**config.mk**
```make
export PLATFORM = sky130hd
export DESIGN_NAME = pis_regbank
export DESIGN_NICKNAME = d
export VERILOG_FILES = /design/src/core/pis_pkg.sv /design/src/core/pis_event_flag.sv /design/src/core/pis_regbank.sv
export VERILOG_INCLUDE_DIRS = /design/src /design/src/core
export SDC_FILE = /design/constraint.sdc
export NUM_CORES = 1
export LEC_CHECK = 0
export ABC_AREA = 1
export BUFFER_PORTS_ARGS = -buffer_cell sky130_fd_sc_hd__buf_2
export CAP_MARGIN = 20
export CORE_MARGIN = 2
export CORE_UTILIZATION = 55
export DETAILED_ROUTE_END_ITERATION = 16
export PLACE_DENSITY = 0.73
export SYNTH_ARGS = -nofsm -noshare
export SYNTH_HDL_FRONTEND = slang
export SYNTH_SLANG_ARGS = --single-unit
```
**constraint.sdc**
```tcl
create_clock -name clock -period 1.7 [get_ports clock]
set_input_delay 0.17 -clock clock [delete_from_list [all_inputs] [get_ports clock]]
set_output_delay 0.17 -clock clock [all_outputs]
set_load 0.05 [all_outputs]
```
**src/core/pis_cfg.svh**
```systemverilog
// constants for the event-mask/charger-status register bank
// assumes inclusion by bare name from every file that needs an offset or field position
`ifndef PIS_CFG_SVH
`define PIS_CFG_SVH

// register byte addresses on the serial management bus
`define PIS_INT_ADDR 8'h02
`define PIS_CHG_ADDR 8'h03
`define PIS_LIVE_ADDR 8'h0A

// reset values
`define PIS_INT_RESET 8'h80
`define PIS_CHG_RESET 8'h00
`define PIS_MASK_RESET 3'h0
`define PIS_RSV7_RESET 1'b1

// field positions inside the interrupt register
`define PIS_RSV7_BIT 7
`define PIS_BTN_MASK_BIT 6
`define PIS_WALL_MASK_BIT 5
`define PIS_BUS_MASK_BIT 4
`define PIS_RSV3_BIT 3
`define PIS_BTN_FLAG_BIT 2
`define PIS_WALL_FLAG_BIT 1
`define PIS_BUS_FLAG_BIT 0

// number of maskable events and the 7-bit bus address (address value is arbitrary)
`define PIS_NUM_EVENTS 3
`define PIS_DEV_ADDR 7'h10

`endif

```
**src/core/pis_pkg.sv**
```systemverilog
// types shared by the register bank
// assumes nothing of its surroundings
package pis_pkg;

    // serial slave sequencer states
    typedef enum logic [3:0] {
        st_idle,
        st_addr,
        st_addr_ack,
        st_ptr,
        st_ptr_ack,
        st_wr,
        st_wr_ack,
        st_rd,
        st_rd_ack
    } pis_state_e;

endpackage : pis_pkg

```
**src/core/pis_event_flag.sv**
```systemverilog
// one sticky change-event flag with its own level watcher
// assumes level is synchronous to clock and clear is a one-cycle pulse
`timescale 1ns/1ps

module pis_event_flag (
    input wire logic clock,
    input wire logic nrst,
    input wire logic level,
    input wire logic clear,
    output logic flag
);

    logic prev; // level seen one cycle ago
    logic armed; // low until the first level has been captured
    logic change; // level differs from last cycle

    // no change is reported in the first cycle after reset, so a level that is
    // already high at power-up does not fake an event
    assign change = armed & (level != prev);

    ////////////////////////////////////////////////////////////////////////////
    // level history
    always_ff @(posedge clock or negedge nrst) begin
        if (!nrst) begin
            prev <= 1'b0;
            armed <= 1'b0;
        end else begin
            prev <= level;
            armed <= 1'b1;
        end
    end

    ////////////////////////////////////////////////////////////////////////////
    // sticky flag: a change in the clearing cycle wins, so no event is lost
    always_ff @(posedge clock or negedge nrst) begin
        if (!nrst) begin
            flag <= 1'b0;
        end else begin
            flag <= change | (flag & ~clear);
        end
    end

endmodule : pis_event_flag

```
**src/core/pis_regbank.sv**
```systemverilog
// event-mask/flag register and charger status register behind a serial slave
// assumes scl_in/sda_in are already synchronous to clock and the pad resolves sda
// Functional notes
// - button change mask bit 6, reset 0
// - wall input mask bit 5, reset 0
// - bus input mask bit 4, reset 0
// - button flag bit 2 set on any edge
// - wall flag bit 1 set on change
// - bus flag bit 0 set on change
// - bit 3 reads 0; bit 7 rw, reset 1
// - present levels readable from separate live register
// - charger status read-only, reset 0x00
// - bit 7 shows thermal current reduction
// - bit 6 shows input power limiting
// - bit 5 shows temperature charge suspend
// - bit 4 shows termination reached
// - bit 3 shows charger actively charging
// - bit 2 shows charge timer expired
// - bit 1 shows precharge timer expired
// - bit 0 shows sensor missing or temperature fault
`timescale 1ns/1ps
`include "pis_cfg.svh"

module pis_regbank #(
    parameter logic [6:0] DEV_ADDR = `PIS_DEV_ADDR // bus address, value arbitrary
) (
    input wire logic clock,
    input wire logic nrst,
    input wire logic scl_in,
    input wire logic sda_in,
    output logic sda_out,
    output logic sda_oe,
    input wire logic button_input_pin,
    input wire logic wall_input_present,
    input wire logic bus_input_present,
    input wire logic thermal_limit_active,
    input wire logic input_power_limit_active,
    input wire logic temp_suspend,
    input wire logic charge_terminated,
    input wire logic charger_active,
    input wire logic charge_timer_expired,
    input wire logic precharge_timer_expired,
    input wire logic battery_temp_fault,
    output logic irq_n
);

    ////////////////////////////////////////////////////////////////////////////
    // declarations

    pis_pkg::pis_state_e state; // serial sequencer state
    logic [2:0] bit_cnt; // bit position inside the current byte
    logic ack_phase; // high after the first falling scl of an ack slot
    logic rw_read; // last address byte asked for a read
    logic [7:0] rx_shift; // incoming byte
    logic [7:0] tx_shift; // outgoing byte, msb on the wire
    logic drive_low; // pull sda low
    logic [7:0] ptr; // register pointer, auto-increments
    logic scl_q; // scl one cycle ago
    logic sda_q; // sda one cycle ago

    logic [`PIS_NUM_EVENTS-1:0] ev_level; // watched input levels
    logic [`PIS_NUM_EVENTS-1:0] ev_flag; // sticky change flags
    logic [`PIS_NUM_EVENTS-1:0] ev_mask; // 1 hides the event from irq_n
    logic rsv7; // reserved read/write bit
    logic [7:0] chg_status; // captured charger status
    logic [7:0] read_data; // byte selected by ptr

    logic start_det; // sda falls while scl high
    logic stop_det; // sda rises while scl high
    logic scl_rise;
    logic scl_fall;
    logic rx_state; // sequencer is shifting a byte in
    logic rx_done; // eighth bit of an incoming byte sampled
    logic [7:0] rx_byte; // complete incoming byte at rx_done
    logic ack_state; // sequencer sits in an ack slot it drives
    logic ack_drive; // start pulling low for ack
    logic ack_end; // end of an ack slot
    logic load_tx; // fetch next read byte
    logic tx_next_bit; // shift out the next read bit
    logic tx_done; // last read bit finished
    logic reg_wr; // a data byte arrived for ptr
    logic int_read_clr; // interrupt register being read

    ////////////////////////////////////////////////////////////////////////////
    // bus conditions

    // the pad is open drain: only a low is ever driven
    assign sda_out = 1'b0;
    assign sda_oe = drive_low;

    assign start_det = scl_in & scl_q & sda_q & ~sda_in;
    assign stop_det = scl_in & scl_q & ~sda_q & sda_in;
    assign scl_rise = scl_in & ~scl_q;
    assign scl_fall = ~scl_in & scl_q;

    assign rx_state = (state == pis_pkg::st_addr) | (state == pis_pkg::st_ptr) | (state == pis_pkg::st_wr);
    assign rx_done = rx_state & scl_rise & (bit_cnt == 3'h7);
    assign rx_byte = {rx_shift[6:0], sda_in};
    assign ack_state = (state == pis_pkg::st_addr_ack) | (state == pis_pkg::st_ptr_ack) |
                       (state == pis_pkg::st_wr_ack);
    assign ack_drive = ack_state & scl_fall & ~ack_phase;
    assign ack_end = ack_state & scl_fall & ack_phase;
    assign load_tx = ((state == pis_pkg::st_addr_ack) & ack_end & rw_read) |
                     ((state == pis_pkg::st_rd_ack) & scl_fall);
    assign tx_next_bit = (state == pis_pkg::st_rd) & scl_fall & (bit_cnt != 3'h7);
    assign tx_done = (state == pis_pkg::st_rd) & scl_fall & (bit_cnt == 3'h7);
    assign reg_wr = rx_done & (state == pis_pkg::st_wr);
    // fetching the byte clears the flags it carries; a new event still wins
    assign int_read_clr = load_tx & (ptr == `PIS_INT_ADDR);

    ////////////////////////////////////////////////////////////////////////////
    // line history for edge and start/stop detection
    always_ff @(posedge clock or negedge nrst) begin
        if (!nrst) begin
            scl_q <= 1'b1;
            sda_q <= 1'b1;
        end else begin
            scl_q <= scl_in;
            sda_q <= sda_in;
        end
    end

    ////////////////////////////////////////////////////////////////////////////
    // sequencer: address, pointer, write data, read data and their ack slots
    always_ff @(posedge clock or negedge nrst) begin
        if (!nrst) begin
            state <= pis_pkg::st_idle;
            bit_cnt <= 3'h0;
            ack_phase <= 1'b0;
            rw_read <= 1'b0;
        end else if (start_det) begin
            // a repeated start restarts from the address byte at any point
            state <= pis_pkg::st_addr;
            bit_cnt <= 3'h0;
            ack_phase <= 1'b0;
        end else if (stop_det) begin
            state <= pis_pkg::st_idle;
            bit_cnt <= 3'h0;
            ack_phase <= 1'b0;
        end else begin
            case (state)
                pis_pkg::st_addr, pis_pkg::st_ptr, pis_pkg::st_wr: begin
                    if (scl_rise) begin
                        bit_cnt <= bit_cnt + 3'h1;
                    end
                    if (rx_done) begin
                        ack_phase <= 1'b0;
                        if (state == pis_pkg::st_addr) begin
                            rw_read <= rx_byte[0];
                            // a foreign address leaves the bus alone until the next start
                            state <= (rx_byte[7:1] == DEV_ADDR) ? pis_pkg::st_addr_ack : pis_pkg::st_idle;
                        end else if (state == pis_pkg::st_ptr) begin
                            state <= pis_pkg::st_ptr_ack;
                        end else begin
                            state <= pis_pkg::st_wr_ack;
                        end
                    end
                end
                pis_pkg::st_addr_ack, pis_pkg::st_ptr_ack, pis_pkg::st_wr_ack: begin
                    if (scl_fall) begin
                        if (!ack_phase) begin
                            ack_phase <= 1'b1;
                        end else begin
                            ack_phase <= 1'b0;
                            bit_cnt <= 3'h0;
                            if (state == pis_pkg::st_addr_ack) begin
                                state <= rw_read ? pis_pkg::st_rd : pis_pkg::st_ptr;
                            end else begin
                                state <= pis_pkg::st_wr;
                            end
                        end
                    end
                end
                pis_pkg::st_rd: begin
                    if (scl_fall) begin
                        if (bit_cnt == 3'h7) begin
                            state <= pis_pkg::st_rd_ack;
                            bit_cnt <= 3'h0;
                        end else begin
                            bit_cnt <= bit_cnt + 3'h1;
                        end
                    end
                end
                pis_pkg::st_rd_ack: begin
                    if (scl_rise && sda_in) begin
                        // master nack: stop sending, wait for stop or start
                        state <= pis_pkg::st_idle;
                    end else if (scl_fall) begin
                        state <= pis_pkg::st_rd;
                        bit_cnt <= 3'h0;
                    end
                end
                default: begin
                    state <= pis_pkg::st_idle;
                end
            endcase
        end
    end

    ////////////////////////////////////////////////////////////////////////////
    // incoming shift register, sampled on rising scl
    always_ff @(posedge clock or negedge nrst) begin
        if (!nrst) begin
            rx_shift <= 8'h00;
        end else if (rx_state && scl_rise) begin
            rx_shift <= rx_byte;
        end
    end

    ////////////////////////////////////////////////////////////////////////////
    // sda driver: ack low, read bits msb first, released on start/stop
    always_ff @(posedge clock or negedge nrst) begin
        if (!nrst) begin
            tx_shift <= 8'h00;
            drive_low <= 1'b0;
        end else if (start_det || stop_det) begin
            drive_low <= 1'b0;
        end else if (ack_drive) begin
            drive_low <= 1'b1;
        end else if (load_tx) begin
            // byte captured at the fetch, so the read shows the flags that are cleared
            tx_shift <= read_data;
            drive_low <= ~read_data[7];
        end else if (ack_end) begin
            drive_low <= 1'b0;
        end else if (tx_next_bit) begin
            tx_shift <= {tx_shift[6:0], 1'b0};
            drive_low <= ~tx_shift[6];
        end else if (tx_done) begin
            // hand sda to the master for its ack bit
            drive_low <= 1'b0;
        end
    end

    ////////////////////////////////////////////////////////////////////////////
    // register pointer: set by the first written byte, steps after each data byte
    always_ff @(posedge clock or negedge nrst) begin
        if (!nrst) begin
            ptr <= 8'h00;
        end else if (rx_done && (state == pis_pkg::st_ptr)) begin
            ptr <= rx_byte;
        end else if (reg_wr || load_tx) begin
            ptr <= ptr + 8'h01;
        end
    end

    ////////////////////////////////////////////////////////////////////////////
    // writable bits of the interrupt register; writes to other addresses,
    // the charger status included, are dropped
    always_ff @(posedge clock or negedge nrst) begin
        if (!nrst) begin
            ev_mask <= `PIS_MASK_RESET;
            rsv7 <= `PIS_RSV7_RESET;
        end else if (reg_wr && (ptr == `PIS_INT_ADDR)) begin
            ev_mask[`PIS_BTN_FLAG_BIT] <= rx_byte[`PIS_BTN_MASK_BIT];
            ev_mask[`PIS_WALL_FLAG_BIT] <= rx_byte[`PIS_WALL_MASK_BIT];
            ev_mask[`PIS_BUS_FLAG_BIT] <= rx_byte[`PIS_BUS_MASK_BIT];
            rsv7 <= rx_byte[`PIS_RSV7_BIT];
        end
    end

    ////////////////////////////////////////////////////////////////////////////
    // change watchers, one per event, index equals the flag's bit position
    assign ev_level[`PIS_BTN_FLAG_BIT] = button_input_pin;
    assign ev_level[`PIS_WALL_FLAG_BIT] = wall_input_present;
    assign ev_level[`PIS_BUS_FLAG_BIT] = bus_input_present;

    genvar gi;
    generate
        for (gi = 0; gi < `PIS_NUM_EVENTS; gi = gi + 1) begin : g_event
            pis_event_flag u_flag (
                .clock(clock),
                .nrst(nrst),
                .level(ev_level[gi]),
                .clear(int_read_clr),
                .flag(ev_flag[gi])
            );
        end
    endgenerate

    ////////////////////////////////////////////////////////////////////////////
    // charger status capture; loop signals are levels, no stickiness here
    always_ff @(posedge clock or negedge nrst) begin
        if (!nrst) begin
            chg_status <= `PIS_CHG_RESET;
        end else begin
            chg_status[7] <= thermal_limit_active;
            chg_status[6] <= input_power_limit_active;
            chg_status[5] <= temp_suspend;
            chg_status[4] <= charge_terminated;
            chg_status[3] <= charger_active;
            chg_status[2] <= charge_timer_expired;
            chg_status[1] <= precharge_timer_expired;
            // a zero here does not prove a good temperature, only no fault seen
            chg_status[0] <= battery_temp_fault;
        end
    end

    ////////////////////////////////////////////////////////////////////////////
    // read multiplexer; unmapped addresses read zero
    always_comb begin
        read_data = 8'h00;
        case (ptr)
            `PIS_INT_ADDR: begin
                read_data[`PIS_RSV7_BIT] = rsv7;
                read_data[`PIS_BTN_MASK_BIT] = ev_mask[`PIS_BTN_FLAG_BIT];
                read_data[`PIS_WALL_MASK_BIT] = ev_mask[`PIS_WALL_FLAG_BIT];
                read_data[`PIS_BUS_MASK_BIT] = ev_mask[`PIS_BUS_FLAG_BIT];
                read_data[`PIS_RSV3_BIT] = 1'b0;
                read_data[`PIS_BTN_FLAG_BIT] = ev_flag[`PIS_BTN_FLAG_BIT];
                read_data[`PIS_WALL_FLAG_BIT] = ev_flag[`PIS_WALL_FLAG_BIT];
                read_data[`PIS_BUS_FLAG_BIT] = ev_flag[`PIS_BUS_FLAG_BIT];
            end
            `PIS_CHG_ADDR: begin
                read_data = chg_status;
            end
            `PIS_LIVE_ADDR: begin
                // present levels, separate from the change flags
                read_data[`PIS_NUM_EVENTS-1:0] = ev_level;
            end
            default: begin
                read_data = 8'h00;
            end
        endcase
    end

    ////////////////////////////////////////////////////////////////////////////
    // interrupt line, registered to keep it glitch free
    always_ff @(posedge clock or negedge nrst) begin
        if (!nrst) begin
            irq_n <= 1'b1;
        end else begin
            irq_n <= ~|(ev_flag & ~ev_mask);
        end
    end

endmodule : pis_regbank

```
==> results of run 1 <==
-- routing by layer --
layer / up-vias / wire, um / track usage
met5: - / 0 / 0
met2: 63 / 3116 / 0.3678
met1: 1204 / 3136 / 0.3166
met4: 0 / 68 / 0.05000
met3: 10 / 234 / 0.03140
li1: 1356 / - / -
-- registers in the layout, indices dropped and copies added, names as in the netlist, 3 cells and up --
name                 cells
g_event.u_flag.flag      3
rx_shift                 7
g_event.u_flag.prev      3
ptr                      8
state                    4
bit_cnt                  3
ev_mask                  3
tx_shift                 7
chg_status               8
-- worst max path at each step --
stage,cells after the start,slack [ns],startpoint,to
global placement,8,0.04,bit_cnt[0]$_DFFE_PN0P_,ptr[5]$_DFFE_PN0P_
floorplan,8,0.15,bit_cnt[0]$_DFFE_PN0P_,ptr[1]$_DFFE_PN0P_
finish,9,0.06,scl_q$_DFF_PN1_,state[1]$_DFFE_PN0P_
detailed placement,8,0.02,bit_cnt[0]$_DFFE_PN0P_,ptr[5]$_DFFE_PN0P_
CTS,8,0.005,bit_cnt[0]$_DFFE_PN0P_,ptr[5]$_DFFE_PN0P_
global route,9,-0.01,state[3]$_DFFE_PN0P_,ptr[7]$_DFFE_PN0P_
-- critical path, cell delays in order (launching register included) --
cell and delay [ns]:
dfstp_2 0.58, nand2_1 0.11, inv_1 0.09, nand2_1 0.07, nand2_1 0.12, nor2_1 0.06, nand2_1 0.11, nand3_2 0.15
o21ai_1 0.17, nand2_1 0.07
-- power by group through the flow --
stage          Clock [uW]  Combinational [uW]  Sequential [uW]
2_1_floorplan           0                 215             1430
3_3_place_gp            0                 310             1440
3_5_place_dp            0                 320             1450
4_1_cts               786                 346             1420
5_1_grt               849                 413             1430
6_report              770                 361             1420
-- area by class of cell --
| cell class | count | area [um2] |
|---|---|---|
| multi-input cells | 293 | 1485 |
| well taps | 70 | 87.58 |
| clock inverters | 2 | 16.27 |
| fillers | 428 | 1604 |
| flip-flops and latches | 54 | 1361 |
| clock buffers | 6 | 82.58 |
| inverters | 43 | 165.2 |
| repair buffers | 47 | 370.4 |
-- metrics by stage --
stage	hold WS (ns)	cells
finish	0.007857	515
global route	0.001290	515
CTS	0.002278	506
detailed placement	0.1880	485
global placement	0.1896	485
floorplan	-0.1256	393
-- kinds of logic (layout without fill, tap and decap cells) --
group,Yosys count,after routing,share of synthesized area
AND/OR/NAND/NOR,244,244,0.3833
flip-flops,54,54,0.4560
buffers and inverters,46,98,0.06100
AO/OA/AOI/OAI,39,39,0.06858
adder cells (fa/ha/maj),4,4,0.01683
XOR/XNOR,4,4,0.01178
other,2,2,0.002525
-- cells in the final DEF (no fill, tap or decap), drive strengths merged --
master and count:
or2 4, o21ai 29, ha 4, inv 43
nor2 42, xor2 4, buf 34, o21bai 1
nand2 142, nand4 6, nand3b 2, nand3 45
clkinvlp 1, nor3b 1, clkbuf 6, dlygate4sd3 13
dfrtp 50, o211ai 1, clkinv 1, o21a 1
o22ai 1, conb 2, dfstp 4, nor3 2
a21oi 6
-- timing repair --
| action | CTS | global route |
|---|---|---|
| endpoints found under the setup margin | 0 | 28 |
| endpoints found under the hold margin | 62 | 0 |
| hold buffers | 13 | 0 |
| gates resized for setup | 0 | 25 |
| buffers inserted | 0 | 9 |
==> results by group, run 1 <==
Power
  – Final Power: 2554 uW
  – Peak supply drop: 0.4782 mV
  – Clock group share of total power: 0.301
  – Part of the power in registers: 0.557
  – Sw Ratio: 0.2714
  – Switching power: 693.2 uW
  – Power per cell area: 715.8 nW/um2
  – Power share of the combinational group: 0.141
  – Static Leak: 0.001894 uW
  – P_int: 1861 uW

Global route
  – Global route overflow: 0
  – First-pass GRT wire length: 10.85 mm
  – Vias in the first global route: 2424
  – Gr usage total: 0.2238
  – Largest net degree at the start of global routing: 55
  – Initial antenna violation count: 0

STA
  – Hold Fails Final Rpt: 0
  – Layout Skew: 0.005456 ns
  – Final setup vio count: 0
  – RSZ-0062 raised after global routing: yes
  – Tcrit/Tclk final: 0.9619
  – Final worst slack: 0.06483 ns
  – Crit path time final: 1.635 ns
  – Post-Route Setup TNS: 0 ns
  – Max Slew Vio Count: 0
  – Fmax: 611.6 MHz

Setup path
  – Kind of end point of the critical path: flip-flop
  – R2R Setup Slk: 0.06 ns
  – Worst EP required: 1.90 ns
  – Reg2Reg Depth: 9
  – Reg2reg start: scl_q$_DFF_PN1_
  – Max FO, Critical Path: 4
  – Reg-to-Reg End: state[1]$_DFFE_PN0P_
  – Critical Path AT: 1.84 ns
  – CP Launch Type: flip-flop
  – WS Path Type: flip-flop to flip-flop

Clock tree
  – Clk Tree Root Cell: clkbuf_8
  – Total CTS buffers: 5
  – Clock sinks: 54
  – Clk_lat worst skew: 0.31 ns
  – CTS tree: done
  – H-tree levels: 2
  – Clock buffer depth: 2
  – Worst-path clk slew: 0.10 ns

Synthesis
  – Synth top area cells: dfrtp_1 42%, nand2_1 17%, nand3_1 7.2%
  – Main synth FF type: dfrtp_1
  – Ys Warns: 0
  – Sequential fraction of the synthesis area: 0.4560
  – Most frequent cell after synthesis: nand2_1
  – Number of synthesized register bits: 54
  – Synth area leader: dfrtp_1
  – Gate Count Post-Synth: 393
  – Number of synthesized flops with an enable pin: 0
  – Mapped Avg Cell Area: 7.568 um2
  – Synth unique cells: 34
  – Synth top area share: 0.4207
  – Post-synth top cells: 133 x nand2_1, 50 x dfrtp_1, 43 x nand3_1
  – Asr flop ratio synth: 1.000
  – Post-Syn Nets: 412
  – Mapped Area: 2974 um2

Place
  – Post-detail-place hpwl: 4.617 mm
  – Dpl ws: 0.02208 ns
  – Port-buffer cells: 16
  – Routability cong.: 0.9470
  – Placed inst area: 3206 um2

Hold path
  – Hold Path Origin: bus_input_present
  – Hold crit path type: input pin to flip-flop
  – Hold depth: 1
  – Hold path endpoint: g_event[0].u_flag.prev$_DFF_PN0_

Drt
  – Drt first pass iters: 5
  – Post-route antenna net violation count: 0
  – Avg WL per Cell: 12.73 um
  – Average vias per placed instance: 5.113
  – Residual DRC: 0
  – Via count: 2633
  – Routed WL: 6.555 mm
  – First DRT Iteration DRCs: 152

Run
  – Max-Cap Viols: 0

Floorplan
  – Die H: 77.54 um
  – Num rows: 26
  – Die X: 77.54 um
  – Std-Cell Core Area: 5172 um2
  – Die footprint: 6012 um2
  – Initial core utilization: 0.5750
  – Top Ports: 18

Final layout
  – Design area: 3568 um2
  – # diodes: 0
  – Final Core Density: 0.6899
  – Nets: 463
  – Area Overhead vs Synth: 19.98%
  – Fraction of layout cells with a size suffix above 1: 0.2202

Outcome
  – Status: completed
Power figures use the tool's default switching activity.
==> inputs of run 2 (changes only) <==
HOLD_SLACK_MARGIN = 0.06   (was unset)
PLACE_DENSITY = 0.72   (was 0.73)
SLEW_MARGIN = 0   (was unset)
==> run 2 against run 1 <==
Critical path type unchanged. Count of clock-buffer cells in the layout did not move. First-iteration DRC count rose by 50%. Non-clock buffer count rose by 1. Routed wire length rose by 5.4%. Worst setup slack got worse by 0.0088 ns. Total power rose by 3.2%.
==> results by group, run 2 (synthesized netlist as in run 1, its figures left out) <==
Power
  – Power per cell area: 729.3 nW/um2
  – Part of the power in registers: 0.540
  – Clock group share of total power: 0.326
  – Static Leak: 0.001908 uW
  – Sw Ratio: 0.2560
  – Peak supply drop: 0.4437 mV
  – Final Power: 2636 uW
  – Switching power: 674.9 uW
  – P_int: 1961 uW
  – Power share of the combinational group: 0.134

STA
  – Crit path time final: 1.644 ns
  – Hold Fails Final Rpt: 0
  – Max Slew Vio Count: 0
  – Layout Skew: 0.006664 ns
  – Final setup vio count: 0
  – Tcrit/Tclk final: 0.9670
  – Post-Route Setup TNS: 0 ns
  – Fmax: 608.3 MHz

Final layout
  – Design area: 3615 um2
  – Leading cell types in the layout, fill and taps excluded: 130 x nand2_1, 47 x dfrtp_1, 40 x nand3_1, 34 x inv_1, 25 x nor2_1
  – # diodes: 0
  – Nets: 464
  – Fraction of layout cells with a size suffix above 1: 0.2175
  – Area Overhead vs Synth: 21.54%
  – Commonest non-fill, non-tap cell in the layout: nand2_1
  – Largest registers: chg_status (8), ptr (8)

Floorplan
  – Std-Cell Core Area: 5172 um2
  – Die footprint: 6012 um2
  – Die H: 77.54 um
  – Num rows: 26
  – Initial core utilization: 0.5750
  – Top Ports: 18
  – Die X: 77.54 um

Clock tree
  – Clk Tree Root Cell: clkbuf_8
  – H-tree levels: 2
  – Clock sinks: 54
  – CTS tree: done
  – Worst-path clk slew: 0.10 ns
  – Total CTS buffers: 5
  – Clock buffer depth: 2
  – Clk_lat worst skew: 0.30 ns

Place
  – Post-detail-place hpwl: 4.633 mm
  – Placed inst area: 3206 um2
  – Port-buffer cells: 16
  – Routability cong.: 0.9318

Global route
  – Global route overflow: 0
  – Vias in the first global route: 2523
  – First-pass GRT wire length: 11.34 mm
  – Gr usage total: 0.2373
  – Largest net degree at the start of global routing: 55
  – Initial antenna violation count: 0

Drt
  – Routed WL: 6.912 mm
  – First DRT Iteration DRCs: 228
  – Residual DRC: 0
  – Drt first pass iters: 5
  – Via count: 2712
  – Average vias per placed instance: 5.256
  – Post-route antenna net violation count: 0
  – Avg WL per Cell: 13.40 um

Run
  – Max-Cap Viols: 0

Setup path
  – Crit-path max cell delay: 0.40 ns
  – Reg-to-Reg End: ptr[0]$_DFFE_PN0P_
  – Kind of end point of the critical path: flip-flop
  – Reg2reg start: bit_cnt[0]$_DFFE_PN0P_
  – Worst-path cell chain: ha_1 > ha_1 > nand4_1 > nand3_4 > nor2_4 > buf_12 > nand2_1 > nand2_1
  – Reg2Reg Depth: 8
  – Critical Path AT: 1.89 ns
  – Max FO, Critical Path: 6
  – WS Path Type: flip-flop to flip-flop
  – Slowest cell on the critical path: dfrtp_1
  – R2R Setup Slk: 0.06 ns
  – CP Launch Type: flip-flop
  – Worst EP required: 1.94 ns

Outcome
  – Status: completed

Hold path
  – Hold crit path type: input pin to flip-flop
  – Hold Path Origin: scl_in
  – Hold path endpoint: state[3]$_DFFE_PN0P_
  – Hold depth: 6
## run 2: cell count changes in the layout (fill, tap and decap cells not counted), moves of 2 or more
| cell | change |
|---|---|
| inv_1 | +2 |
| inv_2 | -2 |
| nand3_4 | +2 |
| nor2_1 | -2 |
| nor2_4 | +2 |
## run 2: worst max path at each step
stage	slack [ns]	to	from	cells past startpoint
after floorplan	0.15	ptr[1]$_DFFE_PN0P_	bit_cnt[0]$_DFFE_PN0P_	8
after global placement	0.04	ptr[5]$_DFFE_PN0P_	bit_cnt[0]$_DFFE_PN0P_	8
after detailed placement	0.04	ptr[5]$_DFFE_PN0P_	bit_cnt[0]$_DFFE_PN0P_	8
after CTS	0.03	ptr[6]$_DFFE_PN0P_	bit_cnt[0]$_DFFE_PN0P_	8
after global routing	-0.01	ptr[3]$_DFFE_PN0P_	state[3]$_DFFE_PN0P_	9
final	0.06	ptr[0]$_DFFE_PN0P_	bit_cnt[0]$_DFFE_PN0P_	8
## run 2: repair_timing
| item | 4_1_cts | 5_1_grt |
|---|---|---|
| pin swaps | 1 | 4 |
| hold buffers | 14 | 0 |
| hold endpoints to repair | 63 | 0 |
| setup buffers | 2 | 7 |
| gates resized for setup | 0 | 29 |
| setup endpoints to repair | 2 | 28 |
## run 2: worst max-delay path: cells and delay by family (launching register included)
family / cells / cell delay [ns]
simple gates: 5 / 0.65
fa+ha+maj: 2 / 0.41
flops: 1 / 0.40
buf+inv: 1 / 0.13
## run 2: layer usage
layer | track usage | part of all wire | vias to the layer above
li1 | - | - | 1348
met1 | 0.3162 | 0.45 | 1249
met2 | 0.3930 | 0.49 | 95
met3 | 0.04884 | 0.045 | 20
met4 | 0.06964 | 0.019 | 0
met5 | 0 | 0 | -
## run 2: power groups by stage
stage	clock (uW)	combinational, uW	sequential [uW]
CTS	890	342	1420
detailed placement	0	316	1450
floorplan	0	215	1430
global placement	0	310	1440
finish	860	354	1420
global route	933	414	1430
## run 2: cell type report
type,instances,area (um2)
repair buffers,48,380.4
clock buffers,6,72.57
inverters,43,165.2
clock inverters,2,37.54
multi-input cells,293,1511
flip-flops and latches,54,1360
fillers,408,1558
well taps,70,87.58
## run 2: through the flow
stage	setup WS [ns]	instances	utilization	hold WS, ns
final	0.05604	516	0.6988	0.3149
after global routing	-0.01011	516	0.6988	0.3825
after CTS	0.02943	509	0.6734	0.2953
after detailed placement	0.03699	485	0.6197	0.1879
after global placement	0.03637	485	0.6197	0.1887
after floorplan	0.1486	393	-	-0.1256
